File: src/inc/aps_pkg.sv
/*
 * Package for the automatic phase count selector: register map, field
 * layouts, reset values and the mode and level encodings.
 * Assumes a 32-bit classic Wishbone register bus with word-aligned registers.
 */
package aps_pkg;

	// ----------------------------------------
	// Register byte addresses
	// ----------------------------------------
	localparam logic [7:0] APS_SIX_PHASE_LOW_ADDR = 8'h00;
	localparam logic [7:0] APS_FIVE_PHASE_LOW_ADDR = 8'h04;
	localparam logic [7:0] APS_FOUR_PHASE_LOW_ADDR = 8'h08;
	localparam logic [7:0] APS_THREE_PHASE_LOW_ADDR = 8'h0C;
	localparam logic [7:0] APS_TWO_PHASE_LOW_ADDR = 8'h10;
	localparam logic [7:0] APS_ONE_PHASE_LOW_ADDR = 8'h14;
	localparam logic [7:0] APS_DCM_LOW_ADDR = 8'h18;
	localparam logic [7:0] APS_HYS_ADDR = 8'h1C;
	localparam logic [7:0] APS_CONFIG_ADDR = 8'h20;
	localparam logic [7:0] APS_LOW_CNT_ADDR = 8'h24;
	localparam logic [7:0] APS_FREQ_LIMIT_ADDR = 8'h28;
	localparam logic [7:0] APS_STATUS_ADDR = 8'h2C;

	// ----------------------------------------
	// Widths and field layouts
	// ----------------------------------------
	localparam int APS_CUR_W = 16;
	localparam int APS_FREQ_W = 16;
	localparam int APS_CNT_W = 3;
	localparam int APS_NUM_THR = 7;
	localparam logic [APS_CNT_W-1:0] APS_MAX_PHASES = 3'h6;
	localparam int APS_ST_CNT_LSB = 0;
	localparam int APS_ST_DCM_BIT = 3;
	localparam int APS_ST_FORCE_BIT = 4;
	localparam int APS_ST_MODE_LSB = 5;

	// ----------------------------------------
	// Reset values
	// ----------------------------------------
	localparam logic [APS_CUR_W-1:0] APS_THR_RST = 16'h0000;
	localparam logic [APS_CUR_W-1:0] APS_HYS_RST = 16'h0000;
	localparam logic [APS_CNT_W-1:0] APS_CONFIG_RST = 3'h6;
	localparam logic [APS_CNT_W-1:0] APS_LOW_CNT_RST = 3'h1;
	localparam logic [APS_FREQ_W-1:0] APS_FREQ_LIMIT_RST = 16'hFFFF;

	// ----------------------------------------
	// Encodings
	// ----------------------------------------
	typedef enum logic [1:0] {
		APS_PIN_LOW = 2'h0,
		APS_PIN_HIGH = 2'h1,
		APS_PIN_HIZ = 2'h2
	} aps_pin_t;

	typedef enum logic [1:0] {
		APS_MODE_AUTO = 2'h0,
		APS_MODE_FORCE_HIGH = 2'h1,
		APS_MODE_FORCE_LOW = 2'h2
	} aps_mode_t;

	typedef struct packed {
		logic [APS_CNT_W-1:0] phases;
		logic dcm;
	} aps_power_state_t;

endpackage : aps_pkg

File: src/logic/aps_selector.sv
/*
 * Automatic phase count selector: picks the active phase count and the
 * conduction mode of the remaining phase from the load-current report,
 * the phase-select pin and the transient override inputs.
 * Assumes synchronous inputs on clk_i, a one-cycle report strobe from the
 * current monitor, and a classic Wishbone master on the register port.
 */
// Design decisions made here: the Wishbone register port and the address map.
`timescale 1ns/10ps
`default_nettype none

// Behaviour
// - Auto mode maps current to level ladder
// - Voltage transition forces the configured full count continuous
// - Settled voltage returns to automatic selection
// - Feedback window trip forces full phases
// - Frequency above limit forces full phases
// - Hysteresis added before moving back up
// - Pin high full, HiZ auto, low count
// - Forced low runs programmed low count while no override forces full phases
// - Forced high runs configured full count
module aps_selector
	import aps_pkg::*;
(
	input wire logic clk_i,
	input wire logic rst_i,
	// Wishbone slave
	input wire logic wb_cyc_i,
	input wire logic wb_stb_i,
	input wire logic wb_we_i,
	input wire logic [7:0] wb_adr_i,
	input wire logic [3:0] wb_sel_i,
	input wire logic [31:0] wb_dat_i,
	output logic [31:0] wb_dat_o,
	output logic wb_ack_o,
	// Load current report
	input wire logic [APS_CUR_W-1:0] load_current_i,
	input wire logic current_valid_i,
	// Phase-select pin, already resolved to three levels
	input wire aps_pin_t phase_select_pin_i,
	// Transient overrides
	input wire logic voltage_transition_i,
	input wire logic feedback_window_trip_i,
	input wire logic [APS_FREQ_W-1:0] switching_freq_i,
	// Power state
	output logic [APS_CNT_W-1:0] phase_count_o,
	output logic dcm_o,
	output logic [5:0] phase_enable_o
);

	// ----------------------------------------
	// Registers
	// ----------------------------------------
	logic [APS_CUR_W-1:0] thr [APS_NUM_THR];
	logic [APS_CUR_W-1:0] shedding_hysteresis;
	logic [APS_CNT_W-1:0] regulator_config_setting;
	logic [APS_CNT_W-1:0] low_phase_count_setting;
	logic [APS_FREQ_W-1:0] freq_limit;
	aps_power_state_t auto_state;
	aps_power_state_t out_state;

	// ----------------------------------------
	// Bus decode
	// ----------------------------------------
	wire logic bus_req = wb_cyc_i && wb_stb_i && !wb_ack_o;
	wire logic bus_wr = bus_req && wb_we_i;
	// Lanes 2 and 3 hold no register bits, so their enables are ignored
	wire logic lo_lane = wb_sel_i[0];
	wire logic hi_lane = wb_sel_i[1];
	wire aps_mode_t mode;
	wire logic force_full;

	function automatic logic [15:0] merge16(input logic [15:0] old_v);
		merge16 = {hi_lane ? wb_dat_i[15:8] : old_v[15:8], lo_lane ? wb_dat_i[7:0] : old_v[7:0]};
	endfunction : merge16

	genvar gi;
	generate
		for (gi = 0; gi < APS_NUM_THR; gi++) begin : g_thr
			localparam logic [7:0] ADDR = 8'(APS_SIX_PHASE_LOW_ADDR + gi * 4);
			always_ff @(posedge clk_i) begin
				if (rst_i) begin
					thr[gi] <= APS_THR_RST;
				end else if (bus_wr && wb_adr_i == ADDR) begin
					thr[gi] <= merge16(thr[gi]);
				end
			end
		end
	endgenerate

	always_ff @(posedge clk_i) begin
		if (rst_i) begin
			shedding_hysteresis <= APS_HYS_RST;
			regulator_config_setting <= APS_CONFIG_RST;
			low_phase_count_setting <= APS_LOW_CNT_RST;
			freq_limit <= APS_FREQ_LIMIT_RST;
		end else if (bus_wr) begin
			case (wb_adr_i)
				APS_HYS_ADDR: shedding_hysteresis <= merge16(shedding_hysteresis);
				APS_CONFIG_ADDR: if (lo_lane) regulator_config_setting <= wb_dat_i[APS_CNT_W-1:0];
				APS_LOW_CNT_ADDR: if (lo_lane) low_phase_count_setting <= wb_dat_i[APS_CNT_W-1:0];
				APS_FREQ_LIMIT_ADDR: freq_limit <= merge16(freq_limit);
				default: ;
			endcase
		end
	end

	// Single-cycle answer; unmapped reads return zero and writes are dropped
	logic [31:0] rd_data;
	always_comb begin
		rd_data = 32'h0000_0000;
		case (wb_adr_i)
			APS_SIX_PHASE_LOW_ADDR: rd_data = {16'h0000, thr[0]};
			APS_FIVE_PHASE_LOW_ADDR: rd_data = {16'h0000, thr[1]};
			APS_FOUR_PHASE_LOW_ADDR: rd_data = {16'h0000, thr[2]};
			APS_THREE_PHASE_LOW_ADDR: rd_data = {16'h0000, thr[3]};
			APS_TWO_PHASE_LOW_ADDR: rd_data = {16'h0000, thr[4]};
			APS_ONE_PHASE_LOW_ADDR: rd_data = {16'h0000, thr[5]};
			APS_DCM_LOW_ADDR: rd_data = {16'h0000, thr[6]};
			APS_HYS_ADDR: rd_data = {16'h0000, shedding_hysteresis};
			APS_CONFIG_ADDR: rd_data = {29'h0, regulator_config_setting};
			APS_LOW_CNT_ADDR: rd_data = {29'h0, low_phase_count_setting};
			APS_FREQ_LIMIT_ADDR: rd_data = {16'h0000, freq_limit};
			APS_STATUS_ADDR: rd_data = {25'h0, mode, force_full, out_state.dcm, out_state.phases};
			default: rd_data = 32'h0000_0000;
		endcase
	end

	always_ff @(posedge clk_i) begin
		if (rst_i) begin
			wb_ack_o <= 1'b0;
			wb_dat_o <= 32'h0000_0000;
		end else begin
			wb_ack_o <= bus_req;
			wb_dat_o <= bus_req ? rd_data : 32'h0000_0000;
		end
	end

	// ----------------------------------------
	// Mode and overrides
	// ----------------------------------------
	assign mode = (phase_select_pin_i == APS_PIN_HIGH) ? APS_MODE_FORCE_HIGH :
		(phase_select_pin_i == APS_PIN_LOW) ? APS_MODE_FORCE_LOW : APS_MODE_AUTO;
	// Overrides are level-driven, so release is immediate once settled
	assign force_full = voltage_transition_i
		|| feedback_window_trip_i
		|| (switching_freq_i > freq_limit);

	// ----------------------------------------
	// Automatic level ladder
	// ----------------------------------------
	// Level index: 6..1 phases continuous, 0 means one phase discontinuous.
	// thr[0] is the six-phase low, thr[6] the discontinuous threshold.
	logic [APS_CNT_W-1:0] cur_level;
	logic [APS_CNT_W-1:0] next_level;
	wire logic [APS_CNT_W-1:0] max_level = (regulator_config_setting > APS_MAX_PHASES) ? APS_MAX_PHASES :
		(regulator_config_setting == 3'h0) ? 3'h1 : regulator_config_setting;

	// Threshold below a level: level L stays while load > thr for L-1 (level 0 is DCM)
	function automatic logic [APS_CUR_W:0] shed_thr(input logic [APS_CNT_W-1:0] lvl);
		shed_thr = {1'b0, thr[3'(3'h6 - lvl)]};
	endfunction : shed_thr

	always_comb begin
		next_level = cur_level;
		// Shed downward while load is at or below this level's low threshold
		if (cur_level != 3'h0 && {1'b0, load_current_i} <= shed_thr(3'(cur_level - 3'h1))) begin
			next_level = 3'(cur_level - 3'h1);
		// Add upward only once load clears the next level's low plus hysteresis
		end else if (cur_level < max_level &&
			{1'b0, load_current_i} > 17'(shed_thr(cur_level) + {1'b0, shedding_hysteresis})) begin
			next_level = 3'(cur_level + 3'h1);
		end
	end

	always_ff @(posedge clk_i) begin
		if (rst_i) begin
			cur_level <= APS_MAX_PHASES;
		end else if (force_full || mode != APS_MODE_AUTO) begin
			cur_level <= max_level;
		end else if (current_valid_i) begin
			cur_level <= (next_level > max_level) ? max_level : next_level;
		end
	end

	assign auto_state = '{phases: (cur_level == 3'h0) ? 3'h1 : cur_level,
		dcm: (cur_level == 3'h0)};

	// ----------------------------------------
	// Output selection
	// ----------------------------------------
	aps_power_state_t next_out;
	always_comb begin
		next_out = auto_state;
		if (force_full) begin
			next_out = '{phases: max_level, dcm: 1'b0};
		end else begin
			case (mode)
				APS_MODE_FORCE_HIGH: next_out = '{phases: max_level, dcm: 1'b0};
				APS_MODE_FORCE_LOW: next_out = '{phases: low_phase_count_setting, dcm: 1'b0};
				APS_MODE_AUTO: next_out = auto_state;
				default: next_out = auto_state;
			endcase
		end
	end

	always_ff @(posedge clk_i) begin
		if (rst_i) begin
			out_state <= '{phases: APS_CONFIG_RST, dcm: 1'b0};
		end else begin
			out_state <= next_out;
		end
	end

	assign phase_count_o = out_state.phases;
	assign dcm_o = out_state.dcm;
	assign phase_enable_o = 6'((7'h01 << out_state.phases) - 7'h01);

endmodule : aps_selector

`default_nettype wire
File: config.mk
export PLATFORM = sky130hd
export DESIGN_NAME = aps_selector
export DESIGN_NICKNAME = d
export VERILOG_FILES = /design/src/inc/aps_pkg.sv /design/src/logic/aps_selector.sv
export SDC_FILE = /design/constraint.sdc
export NUM_CORES = 1
export LEC_CHECK = 0
export BUFFER_PORTS_ARGS = -buffer_cell sky130_fd_sc_hd__buf_2
export CORE_MARGIN = 3
export CORE_UTILIZATION = 40
export CTS_BUF_LIST = sky130_fd_sc_hd__clkbuf_8
export CTS_CLUSTER_SIZE = 12
export DETAILED_ROUTE_END_ITERATION = 10
export GPL_ROUTABILITY_DRIVEN = 0
export RECOVER_POWER = 25
export SLEW_MARGIN = 20
export SYNTH_ARGS = -nofsm -noshare
export SYNTH_HDL_FRONTEND = slang
export SYNTH_SLANG_ARGS = --single-unit
File: constraint.sdc
create_clock -name clk_i -period 10.4 [get_ports clk_i]
set_clock_uncertainty 0.2 [all_clocks]
set_input_delay 1.56 -clock clk_i [delete_from_list [all_inputs] [get_ports clk_i]]
set_output_delay 1.56 -clock clk_i [all_outputs]
set_load 0.02 [all_outputs]
Word level (Yosys, flattened, before mapping)
Memory sizes are Yosys's and may differ from the RTL's.
Cells that the tools add are included.
Widths: inputs -> output; s select.

storage, ports and cells
  register bits = 78
  RAM bits = 112
  input bits = 86
  output and inout bits = 43
  memories = 1

memories
  name  depth  bits a word  read ports  clocked after memory_dff  write ports  RTL line            source
  thr   7      16           9           0                         7            aps_selector.sv:54  logic [APS_CUR_W-1:0] thr [APS_NUM_THR];

cells by class
  add/sub/neg operators = 6
  magnitude comparators = 6
  eq/ne operators = 14
  shifts and indexed selects = 1
  mux-type cells = 57
  bitwise logic cells = 8
  reductions and logical operators = 31

operator list
  cell                 number
  $pmux 16 s12         1
  $mux 16              7
  $mux 8               14
  $eq 8x5->1 const B   4
  $eq 8x6->1 const B   4
  $mux 3               8
  $mux 1               23
  $reduce_and 3->1     6
  $add 16x16->17       1
  $gt 16x17->1         1
  $eq 8x4->1 const B   2
  $gt 16x16->1         1
  $le 16x16->1         1
  $logic_and 1x1->1    12
  $eq 8x3->1 const B   1
  $logic_not 8->1      1
  $pmux 4 s2           1
  $or 1x1->1           7
  $logic_not 3->1      2
  $shl 1x3->6 const A  1
  $sub 3x3->3 const A  2
  $sub 6x1->6 const B  1
  $eq 2x1->1 const B   2
  $mux 2               2
  other kinds (14)     18

Logic depth before layout (Yosys ltp)
  depth in word-level cells = 11
  mapped depth = 37
  gate-level depth less buffers = 32

Worst setup path after synthesis
No wires, ideal clock.

  kind = register to register
  start = reg cur_level[0]
  end = reg cur_level[1]
  library setup time = 0.130 ns
  arrival time = 7.832 ns
  setup slack = 2.238 ns
  cell stages (with the launch flop) = 37
  clock period less this slack = 8.162 ns
  path through = dfxtp_1 -> clkbuf_1 -> buf_1 -> inv_1 -> ha_1 -> buf_2 -> buf_1 -> clkbuf_1 -> nand2_1 -> o21ai_0 -> o21ai_0 -> ha_1 -> fa_1 -> a21oi_2 -> nor2b_1 -> a311oi_2 -> a211oi_1 -> o31a_1 -> o21ai_2 -> or4b_1 -> o311a_1 -> ha_1 -> nand4_1 -> nor4_1 -> a2111oi_1 -> o211ai_1 -> a31oi_2 -> a21oi_2 -> a211o_1 -> ha_1 -> a21o_1 -> a21oi_1 -> a31oi_1 -> and4bb_2 -> inv_1 -> a2111oi_0 -> o31ai_1

between the ends
  word-level cells in the longest chain between the ends = 11
  elaborated cells between the ends (all ways) = 18
  those cells by class = 5 x add/sub; 4 x order compare; 5 x mux; 3 x reduce/logical; 1 x memory

ends and longest elaborated chain
  element                 RTL line             source
  start, declared         aps_selector.sv:154  logic [APS_CNT_W-1:0] cur_level;
  start signal, assigned  aps_selector.sv:180  cur_level <= max_level;
  start signal, assigned  aps_selector.sv:182  cur_level <= (next_level > max_level) ? max_level : next_level;
  $sub 3x3->3             aps_selector.sv:161  shed_thr = {1'b0, thr[3'(3'h6 - lvl)]};
  $mem_v2 7x16            n/a
  $add 16x16->17          aps_selector.sv:171  {1'b0, load_current_i} > 17'(shed_thr(cur_level) + {1'b0, shedding_hysteresis})) begin
  $gt 16x17->1            aps_selector.sv:171
  $logic_and 1x1->1       aps_selector.sv:170  end else if (cur_level < max_level &&
  $mux 3                  aps_selector.sv:170
  $mux 3 *                aps_selector.sv:167  if (cur_level != 3'h0 && {1'b0, load_current_i} <= shed_thr(3'(cur_level - 3'h1))) begin
  $gt 3x3->1              aps_selector.sv:182
  $mux 3 *                aps_selector.sv:182
  $mux 3 *                aps_selector.sv:181  end else if (current_valid_i) begin
  $mux 3 *                aps_selector.sv:179  end else if (force_full || mode != APS_MODE_AUTO) begin

Mark *: on every way between the ends. The rest lies on a longest branch, timed or not. The select of a mux whose other input is x is not followed.
A chain may end at the register's enable or synchronous reset.

Worst setup path after layout
Same ends and word-level chain as after synthesis.

==> results.json <==
{
  "drtIter0Drc": 1047,
  "synth_top_area_cell": "edfxtp_1",
  "cap_violations": 0,
  "syn_avg_cell_area_um2": 10.1,
  "endpoint_kind": "flip-flop",
  "ys_warn_count": 0,
  "cp.arrival_ns": 8.67,
  "critPathKind": "reg2reg",
  "pre_cts_ws_ns": 1.89,
  "final_nets": 1358,
  "p_leak_nw": 4.92,
  "finalSetupTns_ns": 0,
  "drive_above_1_share_pct": 16.0,
  "clkTransAtPathRegs_ns": 0.12,
  "start_util_pct": 41.0,
  "die_area_um2": 30800,
  "clock_latency_ns": 0.47,
  "fmax_ghz": 0.117,
  "fp-row-count": 61,
  "final_cells": 1589,
  "rr_startpoint": "cur_level[0]$_SDFFE_PP0P_",
  "root_buffer": "clkbuf_8",
  "synth_cells": 1137,
  "area_growth_pct": 10.4,
  "dr.pass1.iters": 8,
  "ctsHoldBuffers": 0,
  "tightest_slew_ns": 1.12,
  "setup_ws_ns": 1.87,
  "synth_enable_flop_cells": 112,
  "rsz0062_at_grt": "no",
  "clock_path_buffers": 2,
  "post_cts_buffers": 0,
  "dp_hpwl_um": 25500,
  "totalWireLength_um": 34800,
  "post-place-cells": 1557,
  "worst_setup_path_start_kind": "flip-flop",
  "io_pins": 129,
  "crit_required_ns": 10.54,
  "synth.top_cells.by_area": "edfxtp_1, dfxtp_1, ha_1, mux4_2, and2_1",
  "grt_usage_pct": 22.6,
  "timing.final.hold_violations": 0,
  "ant_nets": 0,
  "yosysSeqAreaShare_pct": 40.1,
  "antenna_found_initial": 2,
  "numCtsBuffers": 17,
  "cp_max_fo": 28,
  "setup_viol": 0,
  "num_vias": 9388,
  "chipHeight_um": 175,
  "fp.dieW_um": 175,
  "grt_max_degree": 60,
  "hold_path_end": "low_phase_count_setting[2]$_SDFFE_PP0P_",
  "cpPeakStageDelay_ns": 0.60,
  "synthArstFlopShare_pct": 0,
  "period_needed_ns": 8.53,
  "synth_cell_types": 72,
  "status": "complete, no violations",
  "synth_top_area_share_pct": 29.3,
  "peakVddDrop_mv": 0.0694,
  "post-route-period-util_pct": 82.0,
  "cts_tree": "done",
  "r2r_cells": 31,
  "synth_seq_cells": 174,
  "reg2reg_slack_ns": 1.87,
  "hp-class": "reg2reg",
  "core-area_um2": 28000,
  "synthesis.area_um2": 11500,
  "avgViaCountPerCell": 5.91,
  "cts_max_level": 4,
  "crit_top_cell": "ha_1",
  "power.density_nw_per_um2": 120,
  "drc_errors": 0,
  "grt_pass1_wl_um": 53700,
  "port_buffers": 94,
  "synth_flop_cell": "edfxtp_1",
  "critPathSlowestCell": "dfxtp_4",
  "r2r_end": "cur_level[1]$_SDFFE_PP1P_",
  "wl_per_cell_um": 21.9,
  "grt_pass1_vias": 9038,
  "finalMaxSlewViolations": 0,
  "maxSlewHeadroom_pct": 25.6,
  "nFillCells": 2662,
  "overflow": 0,
  "clock-sinks": 174,
  "n_antenna_cell": 0,
  "hold_depth": 2,
  "cts_resized": 0,
  "worstHoldStart": "low_phase_count_setting[2]$_SDFFE_PP0P_"
}
==> placed cells by master, fill, tap and decap left out, types with 14 or more instances in the layout <==
| cell | instances |
|---|---|
| mux2_2 | 16 |
| buf_2 | 76 |
| conb_1 | 16 |
| mux2i_1 | 33 |
| a22oi_1 | 14 |
| inv_1 | 34 |
| clkbuf_1 | 23 |
| nor3_1 | 15 |
| and2_0 | 32 |
| buf_4 | 15 |
| dfxtp_1 | 61 |
| ha_1 | 72 |
| a221oi_1 | 25 |
| mux4_2 | 32 |
| nand3_1 | 24 |
| o211ai_1 | 17 |
| edfxtp_1 | 112 |
| nor2_1 | 55 |
| a22o_1 | 24 |
| nand2_1 | 101 |
| and2_1 | 84 |
| o21ai_0 | 58 |
| a21o_1 | 22 |
| a31oi_1 | 20 |
| a21oi_1 | 50 |
| a211o_1 | 19 |
| clkbuf_8 | 17 |
==> logic make-up after synthesis <==
kind of cell / count (synthesis) / synth area share [%]
fa+ha+maj: 75 / 8.23
other cells: 1 / 0.0327
mux: 81 / 10.7
simple gates: 367 / 16.4
compound gates: 301 / 18.6
buf+inv: 121 / 4.57
flops: 174 / 40.1
xor+xnor: 17 / 1.30
==> synth_stat cells, types with 3 or more instances <==
master      n
and4_1      3
or3_1       4
a31oi_1    20
buf_1       9
ha_1       73
a22o_1     24
dfxtp_1    62
a21boi_0    3
mux2_2     16
nor2b_1     5
and3_1      4
nand3_1    24
inv_1      34
nand2b_1    6
nor3_1     16
a21o_1     22
nor2_1     60
mux4_2     32
and2_1    115
clkbuf_1   54
a222oi_1   10
buf_4      16
edfxtp_1  112
xnor2_1     7
o21bai_1    4
o41ai_1     3
buf_2       8
a21oi_1    50
a22oi_1    14
o211ai_1   17
nand2_1   101
o21ai_0    58
a211o_1    19
xor2_1     10
mux2i_1    33
a221oi_1   25
nand3b_1    5
a21oi_2     3
or4_1       3
a211oi_1    7
nand4_1    11
==> worst max path at each step <==
stage	depth (start not counted)	to	from
after CTS	31	cur_level[1]$_SDFFE_PP1P_	cur_level[0]$_SDFFE_PP0P_
final	31	cur_level[1]$_SDFFE_PP1P_	cur_level[0]$_SDFFE_PP0P_
after detailed placement	31	cur_level[1]$_SDFFE_PP1P_	cur_level[0]$_SDFFE_PP0P_
after global routing	31	cur_level[1]$_SDFFE_PP1P_	cur_level[0]$_SDFFE_PP0P_
after floorplan	36	cur_level[1]$_SDFFE_PP1P_	cur_level[0]$_SDFFE_PP0P_
after global placement	31	cur_level[1]$_SDFFE_PP1P_	cur_level[0]$_SDFFE_PP0P_
==> metrics by stage <==
stage          power [mW]  hold WS (ns)  cell area, µm²  util [%]
3_5_place_dp         1.04         0.267           12300      43.9
3_3_place_gp         1.03         0.269           12300      43.9
2_1_floorplan       0.958         0.244           11500         -
5_1_grt              1.59         0.316           12700      45.2
6_report             1.52         0.291           12700      45.2
4_1_cts              1.53         0.286           12700      45.4
==> registers in the layout, summed over array words and instances, names as in the netlist <==
signal and cells:
shedding_hysteresis 16, dcm_o 1, wb_ack_o 1, wb_dat_o 16, cur_level 3, low_phase_count_setting 3, freq_limit 16, phase_count_o 3
thr 112, regulator_config_setting 3
==> cell type report <==
type                    count  area [µm²]  share of cell area, %
multi-input cells         857        6460                   51.0
repair buffers            114         579                   4.57
clock buffers              17         234                   1.85
well taps                 378         473                   3.73
clock inverters            15         189                   1.49
inverters                  34         128                   1.01
flip-flops and latches    174        4610                   36.4
==> routing by layer <==
layer / track usage, % / part of all wire, % / vias to the layer above
li1: - / - / 4394
met1: 32.5 / 44 / 4469
met2: 33.1 / 43 / 453
met3: 5.84 / 9.7 / 68
met4: 7.78 / 3.1 / 4
met5: 0 / 0.078 / -
==> worst max-delay path, delay by kind of cell, from the launching register on <==
family / cells / cell delay, ns
fa+ha+maj: 5 / 1.84
buf+inv: 2 / 0.29
flops: 1 / 0.60
compound gates: 17 / 3.71
simple gates: 6 / 1.16
mux: 1 / 0.55
==> power breakdown <==
group	internal, mW	switching, mW	leakage (nW)
sequential	0.751	0.0208	1.63
combinational	0.104	0.152	3.07
clock	0.187	0.305	0.210
Note: power is estimated with default switching activity, not from simulation.
